## config.mk

```make
export PLATFORM = sky130hd
export DESIGN_NAME = banked_data_memory_addressing
export DESIGN_NICKNAME = d
export VERILOG_FILES = /design/src/hw/bank_addr_pkg.sv /design/src/hw/bank_addr_if.sv /design/src/hw/bank_addr_former.sv /design/src/hw/banked_data_memory_addressing.sv
export SDC_FILE = /design/constraint.sdc
export NUM_CORES = 1
export LEC_CHECK = 0
export ABC_AREA = 1
export BUFFER_PORTS_ARGS = -buffer_cell sky130_fd_sc_hd__buf_2
export CAP_MARGIN = 20
export CORE_ASPECT_RATIO = 0.75
export CORE_MARGIN = 4
export CORE_UTILIZATION = 49
export DETAILED_ROUTE_END_ITERATION = 7
export GPL_TIMING_DRIVEN = 0
export PLACE_DENSITY = 0.86
export SLEW_MARGIN = 5
export SYNTH_ARGS = -nofsm -noshare
export SYNTH_HDL_FRONTEND = slang
export SYNTH_HIERARCHICAL = 1
export SYNTH_SLANG_ARGS = --single-unit
```

## constraint.sdc

```tcl
create_clock -name ref_clk -period 2.85 [get_ports ref_clk]
set_input_delay 0.57 -clock ref_clk [delete_from_list [all_inputs] [get_ports ref_clk]]
set_output_delay 0.57 -clock ref_clk [all_outputs]
set_load 0.05 [all_outputs]
```

## src/hw/bank_addr_pkg.sv

```systemverilog
// Package: constants for banked data memory addressing
package bank_addr_pkg;
    localparam int BANK_BITS = 4;
    localparam int FILE_BITS = 8;
    localparam int ADDR_BITS = 12;
    localparam logic [3:0] ACCESS_LOW_BANK = 4'h0;
    localparam logic [3:0] ACCESS_HIGH_BANK = 4'hf;
    localparam logic [7:0] ACCESS_SPLIT = 8'h80;
    localparam logic [7:0] BANK_SELECT_RESET = 8'h00;
    localparam logic [7:0] BANK_SELECT_RMASK = 8'h0f;
    localparam logic [3:0] REG_BANK_SELECT = 4'h0;
    localparam logic [3:0] REG_LAST_ADDR = 4'h4;
    localparam logic [3:0] REG_IMPL_MASK = 4'h8;
    localparam logic [15:0] IMPL_BANKS_DEFAULT = 16'hffff;
    typedef enum logic [1:0] {
        ACC_IDLE = 2'b00,
        ACC_FILE = 2'b01,
        ACC_MOVE_SRC = 2'b11,
        ACC_MOVE_DST = 2'b10
    } acc_kind_t;
endpackage : bank_addr_pkg

```

## src/hw/bank_addr_if.sv

```systemverilog
// Interface: address former request and result
`timescale 1ns/100ps
interface bank_addr_if;
    logic [7:0] file_addr;
    logic access_n;
    logic [3:0] bank;
    logic [11:0] abs_addr;
    logic use_abs;
    logic [11:0] phys_addr;
    logic bank_present;
    logic [15:0] impl_banks;
    modport core (output file_addr, access_n, bank, abs_addr, use_abs, impl_banks,
                  input phys_addr, bank_present);
    modport former (input file_addr, access_n, bank, abs_addr, use_abs, impl_banks,
                    output phys_addr, bank_present);
endinterface : bank_addr_if

```

## src/hw/bank_addr_former.sv

```systemverilog
// Address former: file address plus bank to twelve-bit data address
`timescale 1ns/100ps
module bank_addr_former
    import bank_addr_pkg::*;
(
    bank_addr_if.former bus
);
    always_comb begin
        if (bus.use_abs) begin
            bus.phys_addr = bus.abs_addr;
        end else if (bus.access_n) begin
            bus.phys_addr = {bus.bank, bus.file_addr};
        end else if (bus.file_addr < ACCESS_SPLIT) begin
            bus.phys_addr = {ACCESS_LOW_BANK, bus.file_addr};
        end else begin
            bus.phys_addr = {ACCESS_HIGH_BANK, bus.file_addr};
        end
    end

    assign bus.bank_present = bus.impl_banks[bus.phys_addr[11:8]];
endmodule : bank_addr_former

```

## src/hw/banked_data_memory_addressing.sv

```systemverilog
// Top: banked data memory address generation with bank select register
//
// Function
// - Window joins bank 0 low, bank 15 high
// - Access bit picks bank select or window
// - Window is contiguous low then high
// - Window high half reaches special registers
// - Sixteen selectable banks
// - Bank select low nibble is address top
// - Bank select upper nibble reads zero
// - Unimplemented bank reads zero, drops writes
// - Status flags update even when unimplemented
// - Banks are 256 bytes of static storage
// - File move uses absolute twelve-bit addresses
// - Load literal writes low nibble, no flags
// - File instructions carry eight-bit address
// - File move: source word, then destination
//
// Added by the designer: the Avalon-MM interface to the registers and the placing of the registers.
`timescale 1ns/100ps
module banked_data_memory_addressing
    import bank_addr_pkg::*;
#(
    parameter logic [15:0] IMPL_BANKS = IMPL_BANKS_DEFAULT
)
(
    input wire logic ref_clk,
    input wire logic rst_n,
    input wire logic file_req,
    input wire logic [7:0] file_addr,
    input wire logic access_sel,
    input wire logic file_we,
    input wire logic [7:0] file_wdata,
    input wire logic move_req,
    input wire logic [11:0] move_src,
    input wire logic [11:0] move_dst,
    input wire logic load_bank_literal,
    input wire logic [7:0] bank_literal,
    input wire logic [7:0] status_in,
    input wire logic status_we,
    output logic [7:0] file_rdata,
    output logic file_rvalid,
    output logic [11:0] mem_addr,
    output logic [7:0] mem_wdata,
    output logic mem_we,
    output logic mem_re,
    input wire logic [7:0] mem_rdata,
    output logic [7:0] status_q,
    output logic busy,
    input wire logic [3:0] avs_address,
    input wire logic avs_read,
    input wire logic avs_write,
    input wire logic [31:0] avs_writedata,
    output logic [31:0] avs_readdata,
    output logic avs_waitrequest
);
    logic [7:0] bank_select_q;
    logic [15:0] impl_mask_q;
    logic [11:0] last_addr_q;
    logic [11:0] move_dst_q;
    logic [7:0] move_data_q;
    logic avs_done_q;
    acc_kind_t kind_q;
    acc_kind_t kind_d;
    logic [7:0] rdata_d;

    bank_addr_if fa ();
    bank_addr_former u_former (
        .bus(fa.former)
    );

    // Source read of a move is muxed in first; destination goes from the held copy
    assign fa.file_addr = file_addr;
    assign fa.access_n = access_sel;
    assign fa.bank = bank_select_q[3:0];
    assign fa.use_abs = (kind_q == ACC_MOVE_SRC) || move_req;
    assign fa.abs_addr = (kind_q == ACC_MOVE_SRC) ? move_dst_q : move_src;
    assign fa.impl_banks = impl_mask_q;

    // One file access or the source half of a move per cycle; move takes a second
    always_comb begin
        kind_d = ACC_IDLE;
        if (kind_q == ACC_MOVE_SRC) begin
            kind_d = ACC_MOVE_DST;
        end else if (move_req) begin
            kind_d = ACC_MOVE_SRC;
        end else if (file_req) begin
            kind_d = ACC_FILE;
        end
    end

    always_ff @(posedge ref_clk or negedge rst_n) begin
        if (!rst_n) begin
            kind_q <= ACC_IDLE;
        end else begin
            kind_q <= kind_d;
        end
    end

    // Destination half of a move; the core holds off, nothing is queued here
    assign busy = (kind_q == ACC_MOVE_SRC);

    always_ff @(posedge ref_clk or negedge rst_n) begin
        if (!rst_n) begin
            move_dst_q <= 12'h000;
        end else if (move_req && kind_q != ACC_MOVE_SRC) begin
            move_dst_q <= move_dst;
        end
    end

    // Memory strobes: absent banks see no write and their reads become zero
    always_comb begin
        mem_addr = fa.phys_addr;
        mem_re = 1'b0;
        mem_we = 1'b0;
        mem_wdata = file_wdata;
        if (kind_q == ACC_MOVE_SRC) begin
            mem_we = fa.bank_present;
            mem_wdata = move_data_q;
        end else if (move_req) begin
            mem_re = fa.bank_present;
        end else if (file_req) begin
            mem_re = fa.bank_present && !file_we;
            mem_we = fa.bank_present && file_we;
        end
    end

    // Source byte is held so the write does not rely on read data in its own cycle
    always_ff @(posedge ref_clk or negedge rst_n) begin
        if (!rst_n) begin
            move_data_q <= 8'h00;
        end else if (move_req && kind_q != ACC_MOVE_SRC) begin
            move_data_q <= fa.bank_present ? mem_rdata : 8'h00;
        end
    end

    // Read data lands one cycle after the request; absent banks return zero
    always_comb begin
        rdata_d = 8'h00;
        if (file_req && !move_req && kind_q != ACC_MOVE_SRC && !file_we && fa.bank_present) begin
            rdata_d = mem_rdata;
        end
    end

    // Read result and its valid flag stand for one cycle
    always_ff @(posedge ref_clk or negedge rst_n) begin
        if (!rst_n) begin
            file_rdata <= 8'h00;
            file_rvalid <= 1'b0;
        end else begin
            file_rdata <= rdata_d;
            file_rvalid <= (kind_d == ACC_FILE) && !file_we;
        end
    end

    always_ff @(posedge ref_clk or negedge rst_n) begin
        if (!rst_n) begin
            last_addr_q <= 12'h000;
        end else if (kind_d != ACC_IDLE) begin
            last_addr_q <= fa.phys_addr;
        end
    end

    // Flags follow the instruction regardless of where its operand sits
    always_ff @(posedge ref_clk or negedge rst_n) begin
        if (!rst_n) begin
            status_q <= 8'h00;
        end else if (status_we && !load_bank_literal) begin
            status_q <= status_in;
        end
    end

    // Bank select: literal load from the core, or software over the bus
    // Bus writes land only at the accepting edge, once waitrequest is low
    always_ff @(posedge ref_clk or negedge rst_n) begin
        if (!rst_n) begin
            bank_select_q <= BANK_SELECT_RESET;
        end else if (load_bank_literal) begin
            bank_select_q <= {4'h0, bank_literal[3:0]};
        end else if (avs_write && avs_done_q && avs_address == REG_BANK_SELECT) begin
            bank_select_q <= avs_writedata[7:0] & BANK_SELECT_RMASK;
        end
    end

    always_ff @(posedge ref_clk or negedge rst_n) begin
        if (!rst_n) begin
            impl_mask_q <= 16'h0000;
        end else if (avs_done_q && avs_write && avs_address == REG_IMPL_MASK) begin
            impl_mask_q <= avs_writedata[15:0] & IMPL_BANKS;
        end else if (!avs_done_q && !avs_write && !avs_read && impl_mask_q == 16'h0000) begin
            impl_mask_q <= IMPL_BANKS;
        end
    end

    // Avalon slave: one wait cycle, request accepted on the second edge
    always_ff @(posedge ref_clk or negedge rst_n) begin
        if (!rst_n) begin
            avs_done_q <= 1'b0;
        end else begin
            avs_done_q <= (avs_read || avs_write) && !avs_done_q;
        end
    end

    assign avs_waitrequest = (avs_read || avs_write) && !avs_done_q;

    always_ff @(posedge ref_clk or negedge rst_n) begin
        if (!rst_n) begin
            avs_readdata <= 32'h0000_0000;
        end else if (avs_read && !avs_done_q) begin
            case (avs_address)
                REG_BANK_SELECT: avs_readdata <= {24'h0, bank_select_q & BANK_SELECT_RMASK};
                REG_LAST_ADDR: avs_readdata <= {20'h0, last_addr_q};
                REG_IMPL_MASK: avs_readdata <= {16'h0, impl_mask_q};
                default: avs_readdata <= 32'h0000_0000;
            endcase
        end
    end
endmodule : banked_data_memory_addressing

```

Word level (Yosys, flattened, before mapping)
Index checks and enable logic that the tools add are counted.
- add/sub/neg operators: 0
- multiply operators: 0
- divide/modulo/power cells: 0
- $lt $le $gt $ge: 2
- eq/ne operators: 5
- shifts and indexed selects: 0
- mux-type cells: 23
- bitwise operators: 0
- reductions and logical operators: 30
- operators with widths (cell ; count):
    $mux W12 ; 4
    $pmux W16 S3 ; 1
    $mux W16 ; 2
    $mux W8 ; 3
    $logic_and A1 B1 Y1 ; 17
    $logic_not A16 Y1 ; 1
    $lt A8 B8 Y1 const B ; 1
    $mux W1 ; 8
    $mux W4 ; 2
    $logic_not A1 Y1 ; 6
    $reduce_bool A2 Y1 ; 3
    $lt A4 B5 Y1 const B ; 1
    $bmux W1 S4 ; 1
    $eq A4 B3 Y1 const B ; 1
    $eq A4 B4 Y1 const B ; 1
    $logic_not A4 Y1 ; 1
    $mux W2 ; 2
    $eq A2 B1 Y1 const B ; 1
    $eq A2 B2 Y1 const B ; 1
    $logic_or A1 B1 Y1 ; 2
    $ne A2 B2 Y1 const B ; 1
- register bits: 104
- bits in latches: 0
- bits in writable memories: 0
- ROM bits: 0
- bits of input ports: 110
- output and inout bits: 73
- logic and storage cells: 71
- memories kept: 0

Depth between registers and ports, before layout
Gate-level depths: netlist (run 1).
- depth after elaboration: 10
- gate-level depth with buffers: 15
- mapped depth without buffers: 13

Modules after synthesis
The synthesis (run 1) kept the hierarchy.
- modules (own cells, without submodules) (module ; instances ; cells an instance ; area each (sq um) ; seq. area each (sq um)):
    banked_data_memory_addressing ; 1 ; 511 ; 4166.5 ; 2202.1
    bank_addr_former ; 1 ; 94 ; 442.9 ; 0.0

Worst setup path before layout (run 1)
No wires, ideal clock.
- path type: register to output
- from: register kind_q[0]
- to: output port mem_we
- data arrival time: 3.415 ns
- required time: 2.280 ns
- path slack: -1.135 ns
- stages on the path, launching flop included: 13
- buffers on the path: 1
- cell sequence: dfrtp_1 nand2_1 inv_1 buf_1 nand2_1 nand2_1 nand2_1 nand2_1 nand3_1 nand3_1 nand3_1 nand2_1 a21boi_0
- word-level cells in the longest chain between the ends: 9
- elaborated cells on any way between the ends: 10
- classes of those cells: 1 x eq/ne; 7 x mux; 2 x reduce/logical
- RTL lines (element ; line ; RTL):
    from (decl) ; banked_data_memory_addressing.sv:63 ; acc_kind_t kind_q;
    from (signal assigned) ; banked_data_memory_addressing.sv:96 ; kind_q <= kind_d;
    $eq A2 B2 Y1 (*) ; - ;
    net busy ; banked_data_memory_addressing.sv:49 ; output logic busy,
    $mux W12 (*) ; banked_data_memory_addressing.sv:77 ; assign fa.abs_addr = (kind_q == ACC_MOVE_SRC) ? move_dst_q : move_src;
    net fa.abs_addr[9] ; bank_addr_if.sv:7 ; logic [11:0] abs_addr;
    $mux W12 (*) ; bank_addr_former.sv:9 ; if (bus.use_abs) begin
    net mem_addr[9] ; banked_data_memory_addressing.sv:43 ; output logic [11:0] mem_addr,
    $bmux W1 S4 (*) ; bank_addr_former.sv:20 ; assign bus.bank_present = bus.impl_banks[bus.phys_addr[11:8]];
    $mux W1 (not written as such) (*) ; bank_addr_former.sv:20 ;
    net fa.bank_present ; bank_addr_if.sv:10 ; logic bank_present;
    $logic_and A1 B1 Y1 ; banked_data_memory_addressing.sv:124 ; mem_we = fa.bank_present && file_we;
    $mux W1 ; banked_data_memory_addressing.sv:122 ; end else if (file_req) begin
    $mux W1 ; banked_data_memory_addressing.sv:120 ; end else if (move_req) begin
    $mux W1 (*) ; banked_data_memory_addressing.sv:117 ; if (kind_q == ACC_MOVE_SRC) begin
    to (decl) ; banked_data_memory_addressing.sv:45 ; output logic mem_we,
The timed path passes the listed nets; every way through them passes the cells marked *. The select of a mux whose other input is x is not followed.

Final worst setup path (run 1)
- from: register kind_q[0]
- to: output port mem_we
- word-level cells in the longest chain between the ends: 9
- elaborated cells on any way between the ends: 10
- classes of those cells: 1 x eq/ne; 7 x mux; 2 x reduce/logical
- RTL lines (element ; line):
    $eq A2 B2 Y1 (*) ; banked_data_memory_addressing.sv:77
    $mux W12 (*) ; banked_data_memory_addressing.sv:77
    net fa.abs_addr[8] ; bank_addr_if.sv:7
    $mux W12 (*) ; bank_addr_former.sv:9
    $bmux W1 S4 (*) ; bank_addr_former.sv:20
    $mux W1 (not written as such) (*) ; bank_addr_former.sv:20
    net fa.bank_present ; bank_addr_if.sv:10
    $logic_and A1 B1 Y1 ; banked_data_memory_addressing.sv:124
    $mux W1 ; banked_data_memory_addressing.sv:122
    $mux W1 ; banked_data_memory_addressing.sv:120
    $mux W1 (*) ; banked_data_memory_addressing.sv:117
Marks and branches as above.

==> impl_metrics.ini, run 1 <==
[clock_tree]
cts_buffer_depth = 2
cts_tree = yes
clkTransAtPathRegs_ps = 70
clock-sinks = 88
cts-htree-levels = 3
cts-root-buf = clkbuf_16
hold_buffers = 0
cts_buffers = 9
clk_latency_ps = 340

[synthesis]
syn_area_mm2 = 0.00461
synth.most_common_cell = nand2_1
synth_top_area_share_pct = 47.8
synth_area_leaders = dfrtp_1 (48%), nand2_1 (20%), inv_1 (5.4%), nand3_1 (4.7%), o21ai_0 (3.1%)
ys_types = 34
yosys-top-cells-count = nand2_1 (251), dfrtp_1 (88), inv_1 (66)
synth_edf_count = 0
avgSynthCellArea_um2 = 7.62
ys_warn_count = 6
async_flop_share_pct = 100
yosys.area.top_type = dfrtp_1
synth_ff_type = dfrtp_1
synth_seq_cells = 88
synthCells = 605
ys_seq_area_share_pct = 47.8

[placed_design]
place_inst = 894
placed_cell_area_mm2 = 0.00560
gp_congestion = 0.900
pre_cts_slack_ps = -447
hpwl_mm = 9.67
portBuffers = 145

[route]
drc_errors = 0
routed_wl_mm = 12.7
ant_nets = 0
vias_per_cell = 4.86
drt_first_pass_iters = 5
num_vias = 4477
wire_per_inst_um = 13.8
dr.first_iter.drc_count = 349

[timing]
worst_slack_ps = -116
final_hold_viol_count = 0
min_period_ps = 2970
holdWs_ps = 90.7
period_share_pct = 104
worstMarginPinSlew_ps = 534
slew_viol_final = 0
relSlewSlack_pct = 64.4
final.setup_skew_ps = 6.15
fmax_mhz = 337
setup_viol = 2
grt_setup_unrepaired = yes

[power_and_ir_drop]
cellLeakagePower_nw = 3.50
pwr_density_cell_mw_per_mm2 = 724
peakVddDrop_v = 0.000426

[cells_and_area]
layout.cells.non_filler = 921
fin_area_mm2 = 0.00611
area_growth_pct = 32.5
drive_above_1_share_pct = 32.2
antenna_cells = 0
nNetsFinal = 898

[outcome]
violations = negative setup slack
status = complete, but fails checks

[floorplanning]
core-area_mm2 = 0.00912
fp-row-count = 30
pin_count = 183
die_w_um = 120
start_util_pct = 50.5
die_area_mm2 = 0.0110
die_h_um = 92.0

[global_routing]
grt_overflow_total = 0
grt_max_degree = 72
grt_use_total_pct = 23.9
grt_pass1_vias = 4512
grt_pass1_wl_mm = 21.3
antenna_found_initial = 0

[critical_path]
worst-setup-path-type = reg2out
startpoint_type = register
crit_path_end_kind = primary output
r2r_slack_ps = 610
arrival_ps = 2400
cp.required_ps = 2280
crit_fanout = 9

[job]
cap_violations = 0

[worst_hold_path]
hold_class = in2async
## worst max-delay path, cell delays in order, from the launching register on
cell,delay (ps)
dfrtp_1,390
nand2_4,100
buf_8,130
buf_6,110
nand2_2,50
nand2_2,40
or2_4,240
buf_6,140
nand2_8,100
nand2_1,80
nand3_2,90
nand3_2,80
nand3_2,100
nand2_4,70
a21boi_2,160
buf_6,150
## metrics by stage
| step | TNS (ps) | power (W) | util (%) |
|---|---|---|---|
| after floorplan | 0 | 0.00268 | - |
| after global placement | -466 | 0.00305 | 61.1 |
| after CTS | -124 | 0.00442 | 66.7 |
| after global routing | -435 | 0.00466 | 66.9 |
| final | -223 | 0.00442 | 66.9 |
| after detailed placement | -591 | 0.00309 | 61.4 |
## state kept, by name, summed over array words and instances, names as in the netlist
name	flops
avs_done_q	1
avs_readdata	16
bank_select_q	4
fa.impl_banks	16
file_rdata	8
file_rvalid	1
kind_q	2
last_addr_q	12
move_data_q	8
move_dst_q	12
status_q	8
## layout by cell type, fill, tap and decap left out, types with 2 or more instances in the layout
| master | n |
|---|---|
| buf_6 | 6 |
| nand4_1 | 5 |
| o21ai_1 | 2 |
| nand3b_1 | 4 |
| o211ai_1 | 2 |
| nand2_2 | 8 |
| buf_4 | 31 |
| o21ai_0 | 27 |
| buf_2 | 151 |
| inv_2 | 5 |
| clkinv_2 | 2 |
| clkbuf_16 | 9 |
| inv_1 | 64 |
| nand3_2 | 7 |
| dfrtp_1 | 88 |
| nor2_1 | 30 |
| a21oi_1 | 7 |
| nor2_2 | 2 |
| nand3_1 | 36 |
| mux2_2 | 11 |
| nand2_4 | 5 |
| nand3_4 | 2 |
| conb_1 | 16 |
| clkbuf_1 | 4 |
| nand2_1 | 241 |
| o32ai_1 | 8 |
| inv_6 | 3 |
## area by class of cell
type / instances / area (µm²)
plain buffers: 36 / 251
clock buffers: 9 / 225
clock inverters: 7 / 77.6
fillers: 770 / 3020
inverters: 72 / 277
multi-input cells: 423 / 2050
flip-flops and latches: 88 / 2200
well taps: 128 / 160
repair buffers: 158 / 862
## what timing repair did
| action | in CTS | in global routing |
|---|---|---|
| resized for setup | 31 | 5 |
| pin swaps | 11 | 0 |
| setup buffers | 10 | 1 |
| setup endpoints to repair | 2 | 2 |
| gates cloned | 1 | 0 |
| endpoints found under the hold margin | 0 | 0 |
## power breakdown
part	total, W	switching, W	internal (W)
Sequential	0.00167	0.000181	0.00149
Combinational	0.00154	0.00104	0.000498
Clock	0.00121	0.000522	0.000692
Total	0.00442	0.00175	0.00268
## routing by layer
metal,part of all wire (%),global-route usage (%),vias to the layer above
li1,-,-,2227
met1,45,32.9,2074
met2,47,37.4,158
met3,6.6,5.43,18
met4,1.6,7.91,0
met5,0,0,-
## cells by family after synthesis
logic type | Yosys count | share of synthesized area [%]
AND/OR/NAND/NOR | 345 | 31.9
buffers and inverters | 109 | 11.0
flip-flops | 88 | 47.8
AO/OA/AOI/OAI | 51 | 6.49
multiplexers | 11 | 2.69
other | 1 | 0.0814
## path summary, 6_finish.rpt
path,endpoint,from,depth (start not counted)
worst min-delay path,move_dst_q[5],rst_n,1
worst max register to register,move_data_q[5],kind_q[0],15
worst min register to register,avs_done_q,avs_done_q,1
min in group ref_clk,move_dst_q[3],move_dst[3],3
max in group asynchronous,avs_readdata[10],rst_n,2
worst max-delay path,mem_we,kind_q[0],15
Note: power is estimated with default switching activity, not from simulation.
==> run 2: changes to the inputs <==
Settings changed: PLACE_DENSITY 0.86 to 0.91.
==> run 2 against run 1 <==
Effect of this change:
- the flow still finishes with violations (negative setup slack)
- worst setup slack worse by 18 ps
- critical path type unchanged
- first-iteration DRC count increased by 16%
- critical endpoint unchanged
- sequential power is essentially flat
- critical path depth fell by 3
- flip-flop and latch count did not move
- clock-buffer cell count grew 4
- register-to-register slack got worse by 110 ps
- core utilization shrank 0.15 points
- die area did not move
==> impl_metrics.ini, run 2 (same netlist as run 1, synthesis figures left out) <==
[clock_tree]
cts_buffers = 9
clk_latency_ps = 340
hold_buffers = 0
cts-root-buf = clkbuf_16
clock-sinks = 88
cts-htree-levels = 3
clkTransAtPathRegs_ps = 60
cts_tree = yes
cts_buffer_depth = 2

[worst_hold_path]
hold_class = in2async

[power_and_ir_drop]
pwr_density_cell_mw_per_mm2 = 724
switching_share_pct = 37.9
peakVddDrop_v = 0.000516
switching_power_w = 0.00167
p_clk_share_pct = 27.8
seq_power_share_pct = 37.9
combPwrFrac_pct = 34.4
cellLeakagePower_nw = 3.50
internal-power_w = 0.00274

[critical_path]
r2r_end = move_data_q[1]
arrival_ps = 2410
crit_path_start = kind_q[0]
startpoint_type = register
crit_fanout = 6
worstRegToRegCells = 13
cp_slowest_cell = dfrtp_1
crit_path_end_kind = primary output
cp.required_ps = 2280
path_common_cell = buf_4
worstPathCellList = nand2_4 > clkinvlp_4 > buf_4 > buf_4 > buf_4 > nand2_1 > nand2_1 > o21ai_0 > nand3_1 > nand2_2 > a21boi_4 > buf_6
r2r-start = kind_q[0]
cp-endpoint = mem_we
worst-setup-path-type = reg2out
slowest_delay_ps = 390
r2r_slack_ps = 500

[timing]
holdWs_ps = 139
fmax_mhz = 335
final.setup_skew_ps = 7.05
slew_viol_final = 0
worstMarginPinSlew_ps = 512
min_period_ps = 2980
period_share_pct = 105
tns_ps = -249
relSlewSlack_pct = 65.9
worst_slack_ps = -134
grt_setup_unrepaired = yes
setup_viol = 2
final_hold_viol_count = 0

[floorplanning]
die_h_um = 92.0
die_area_mm2 = 0.0110
pin_count = 183
start_util_pct = 50.5
core-area_mm2 = 0.00912
fp-row-count = 30
die_w_um = 120

[cells_and_area]
register_area_mm2 = 0.00220
mostFrequentLayoutCell = nand2_1
fin_area_mm2 = 0.00609
antenna_cells = 0
drive_above_1_share_pct = 30.9
nFillCells = 766
final_cell_mix = nand2_1 (244), buf_2 (151), dfrtp_1 (88)
layout.cells.non_filler = 922
area_growth_pct = 32.2
nNetsFinal = 899
multi_input_area_mm2 = 0.00201

[placed_design]
place_inst = 894
portBuffers = 145
placed_cell_area_mm2 = 0.00560
gp_congestion = 0.910
hpwl_mm = 9.48
pre_cts_slack_ps = -378

[route]
routed_wl_mm = 12.5
dr.first_iter.drc_count = 405
num_vias = 4485
vias_per_cell = 4.86
drt_first_pass_iters = 6
wire_per_inst_um = 13.6
drc_errors = 0
ant_nets = 0

[outcome]
status = complete, but fails checks
violations = negative setup slack

[global_routing]
grt_pass1_vias = 4160
antenna_found_initial = 0
grt_use_total_pct = 22.6
grt_pass1_wl_mm = 19.6
grt_overflow_total = 0
grt_max_degree = 63

[job]
cap_violations = 0
run 2: cell type report:
| class | count | area share [%] |
|---|---|---|
| plain buffers | 36 | 4.19 |
| clock buffers | 13 | 4.44 |
| clock inverters | 3 | 0.780 |
| inverters | 72 | 4.54 |
| multi-input cells | 423 | 33.0 |
| flip-flops and latches | 88 | 36.1 |
| well taps | 128 | 2.63 |
| repair buffers | 159 | 14.3 |
run 2: critical path: cells and delay by family (launching register included):
kind	cells	cell delay (ps)
buf+inv	5	750
compound gates	2	420
simple gates	5	500
flops	1	390
run 2: how the worst min path moves through the flow:
stage / endpoint / cells past startpoint / from / slack (ps)
3_5_place_dp: avs_done_q / 1 / avs_done_q / 460
3_3_place_gp: avs_done_q / 1 / avs_done_q / 450
4_1_cts: move_data_q[6] / 1 / rst_n / 140
6_report: avs_readdata[13] / 1 / rst_n / 140
5_1_grt: avs_readdata[15] / 1 / rst_n / 160
2_1_floorplan: avs_done_q / 0 / rst_n / 270
run 2: power by group through the flow:
stage,Sequential [W],Combinational [W],Clock (W)
floorplan,0.00175,0.000925,0
global placement,0.00167,0.00137,0
detailed placement,0.00168,0.00141,0
CTS,0.00167,0.00149,0.00124
global route,0.00170,0.00165,0.00129
finish,0.00167,0.00152,0.00122
run 2: through the flow:
step | power, W | util [%]
2_1_floorplan | 0.00268 | -
5_1_grt | 0.00464 | 66.8
6_report | 0.00441 | 66.8
3_3_place_gp | 0.00304 | 61.1
4_1_cts | 0.00440 | 66.4
3_5_place_dp | 0.00309 | 61.4
run 2: routing by layer:
layer | part of all wire [%] | GRT usage (%) | wire length (µm)
met1 | 45 | 30.5 | 5580
met2 | 43 | 34.1 | 5440
met3 | 9.2 | 6.72 | 1150
met4 | 2.9 | 9.53 | 363
met5 | 0 | 0 | 0
run 2: what timing repair did:
action | in CTS | in global routing
cloned | 1 | 0
setup endpoints to repair | 2 | 2
buffers inserted | 8 | 4
gates resized for setup | 22 | 3
pin swaps | 8 | 5
==> run 3: changes to the inputs <==
Settings changed: CELL_PAD_IN_SITES_DETAIL_PLACEMENT set to 0, CELL_PAD_IN_SITES_GLOBAL_PLACEMENT set to 2, CORE_UTILIZATION 49 to 26, PLACE_DENSITY 0.91 to 0.89, TNS_END_PERCENT set to 30.
==> run 3 against run 2 <==
Effect of this change:
- the run now ends clean
- core utilization shrank 29 points
- clock-buffer cell count down 3
- global-route usage fell by 7.9 points
- final cell count rose by 12%
- critical path depth is 2 higher
- register-to-register slack better by 120 ps
- sequential power about the same
- clock power rose by 7%
- flip-flop and latch count stayed put
- clock skew is 2.9 ps higher
- hold slack worse by 6.1 ps
- total power is 3.5% higher
- critical endpoint unchanged
- largest cell class unchanged
- largest power group unchanged
==> impl_metrics.ini, run 3 (same netlist as run 1, synthesis figures left out) <==
[global_routing]
antenna_found_initial = 2
grt_pass1_wl_mm = 22.9
grt_max_degree = 65
grt_overflow_total = 0
grt_pass1_vias = 4340
grt_use_total_pct = 14.7

[placed_design]
placed_cell_area_mm2 = 0.00574
gp_congestion = 0.788
hpwl_mm = 11.1
portBuffers = 145

[route]
wire_per_inst_um = 13.9
routed_wl_mm = 14.4
dr.first_iter.drc_count = 201
vias_per_cell = 4.21
ant_nets = 0
num_vias = 4348
drc_errors = 0
drt_first_pass_iters = 4

[timing]
worstMarginPinSlew_ps = 533
final.setup_skew_ps = 9.91
period_share_pct = 99.8
fmax_mhz = 351
min_period_ps = 2850
setup_viol = 0
relSlewSlack_pct = 64.5
grt_setup_unrepaired = yes
final_hold_viol_count = 0
slew_viol_final = 0
tns_ps = 0

[floorplanning]
start_util_pct = 27.0
pin_count = 183
die_h_um = 123
die_area_mm2 = 0.0199
core-area_mm2 = 0.0171
fp-row-count = 41
die_w_um = 162

[power_and_ir_drop]
total_power_w = 0.00456
peakVddDrop_v = 0.000293
pwr_density_cell_mw_per_mm2 = 716
cellLeakagePower_nw = 3.56

[clock_tree]
cts-htree-levels = 3
clock-sinks = 88
cts_buffers = 9
hold_buffers = 0
cts_buffer_depth = 2
cts-root-buf = clkbuf_16
clkTransAtPathRegs_ps = 70
cts_tree = yes
clk_latency_ps = 340

[critical_path]
crit_path_end_kind = primary output
cp_slowest_cell = dfrtp_1
startpoint_type = register
crit_fanout = 6
slowest_delay_ps = 370
worstPathCellList = nand2_4 > buf_8 > nand2_2 > nand2_2 > or2_4 > buf_8 > nand2_4 > nand2_2 > nand3_1 > nand3_1 > nand3_2 > nand2_4 > a21boi_4 > buf_6
worst-setup-path-type = reg2out
arrival_ps = 2280
cp.required_ps = 2280
r2r_slack_ps = 620

[cells_and_area]
mostFrequentLayoutCell = nand2_1
drive_above_1_share_pct = 33.8
utilization_pct = 37.3
antenna_cells = 0
final_cell_mix = nand2_1 (238), buf_2 (150), dfrtp_1 (88)
fin_area_mm2 = 0.00637
area_growth_pct = 38.2
nNetsFinal = 902

[job]
cap_violations = 0

[worst_hold_path]
hold_class = in2async

[outcome]
status = complete, no violations
## run 3: changes by cell type in the layout (fill, tap and decap cells not counted), sizes merged
cell / delta
inv: +1
nand2: +1
clkbuf: -3
buf: +2
bufinv: +1
clkinv: +1
## run 3: through the flow
stage | hold WS [ps] | setup WS [ps] | instances
floorplan | 274 | 10.4 | 620
global placement | 456 | -543 | 1001
detailed placement | 459 | -554 | 1002
CTS | 130 | -92.4 | 1032
global route | 143 | -140 | 1033
finish | 133 | 4.65 | 1033
## run 3: path summary, 6_finish.rpt
| kind | cells after the start | start | end |
|---|---|---|---|
| min in group ref_clk | 3 | move_dst[7] | move_dst_q[7] |
| max in group asynchronous | 2 | rst_n | last_addr_q[7] |
| setup / recovery | 14 | kind_q[1] | mem_we |
| setup reg to reg | 15 | kind_q[1] | file_rdata[2] |
| hold reg to reg | 2 | move_dst_q[11] | move_dst_q[11] |
| hold / removal | 1 | rst_n | avs_readdata[5] |
## run 3: area by class of cell
cell class / count / area [µm²]
flip-flops and latches: 88 / 2200
repair buffers: 163 / 900
fillers: 1838 / 10700
multi-input cells: 424 / 2120
plain buffers: 34 / 246
clock buffers: 10 / 239
well taps: 236 / 295
inverters: 72 / 280
clock inverters: 6 / 90.1
## run 3: report_power, final
group,total [W],switching [W],internal (W)
clock,0.00130,0.000501,0.000795
combinational,0.00160,0.00107,0.000536
sequential,0.00166,0.000178,0.00149
total,0.00456,0.00175,0.00282
## run 3: layer usage
metal	wire [µm]	vias to the layer above	track usage, %
li1	-	2231	-
met1	7080	1954	21.8
met2	5930	143	21.1
met3	1240	16	4.73
met4	119	4	3.06
met5	21	-	0
## run 3: timing repair
action                     in CTS  in global routing
gates cloned                    2                  0
setup endpoints to repair       4                  2
pin swaps                      15                 10
setup buffers                  13                  3
hold endpoints to repair        0                  0
resized for setup              42                 15
## run 3: critical path, delay by kind of cell (launching register included)
kind / cells / cell delay [ps]
and+or+nand+nor: 10 / 960
AOI/OAI and AO/OA: 1 / 140
buffers and inverters: 3 / 450
DFF: 1 / 370
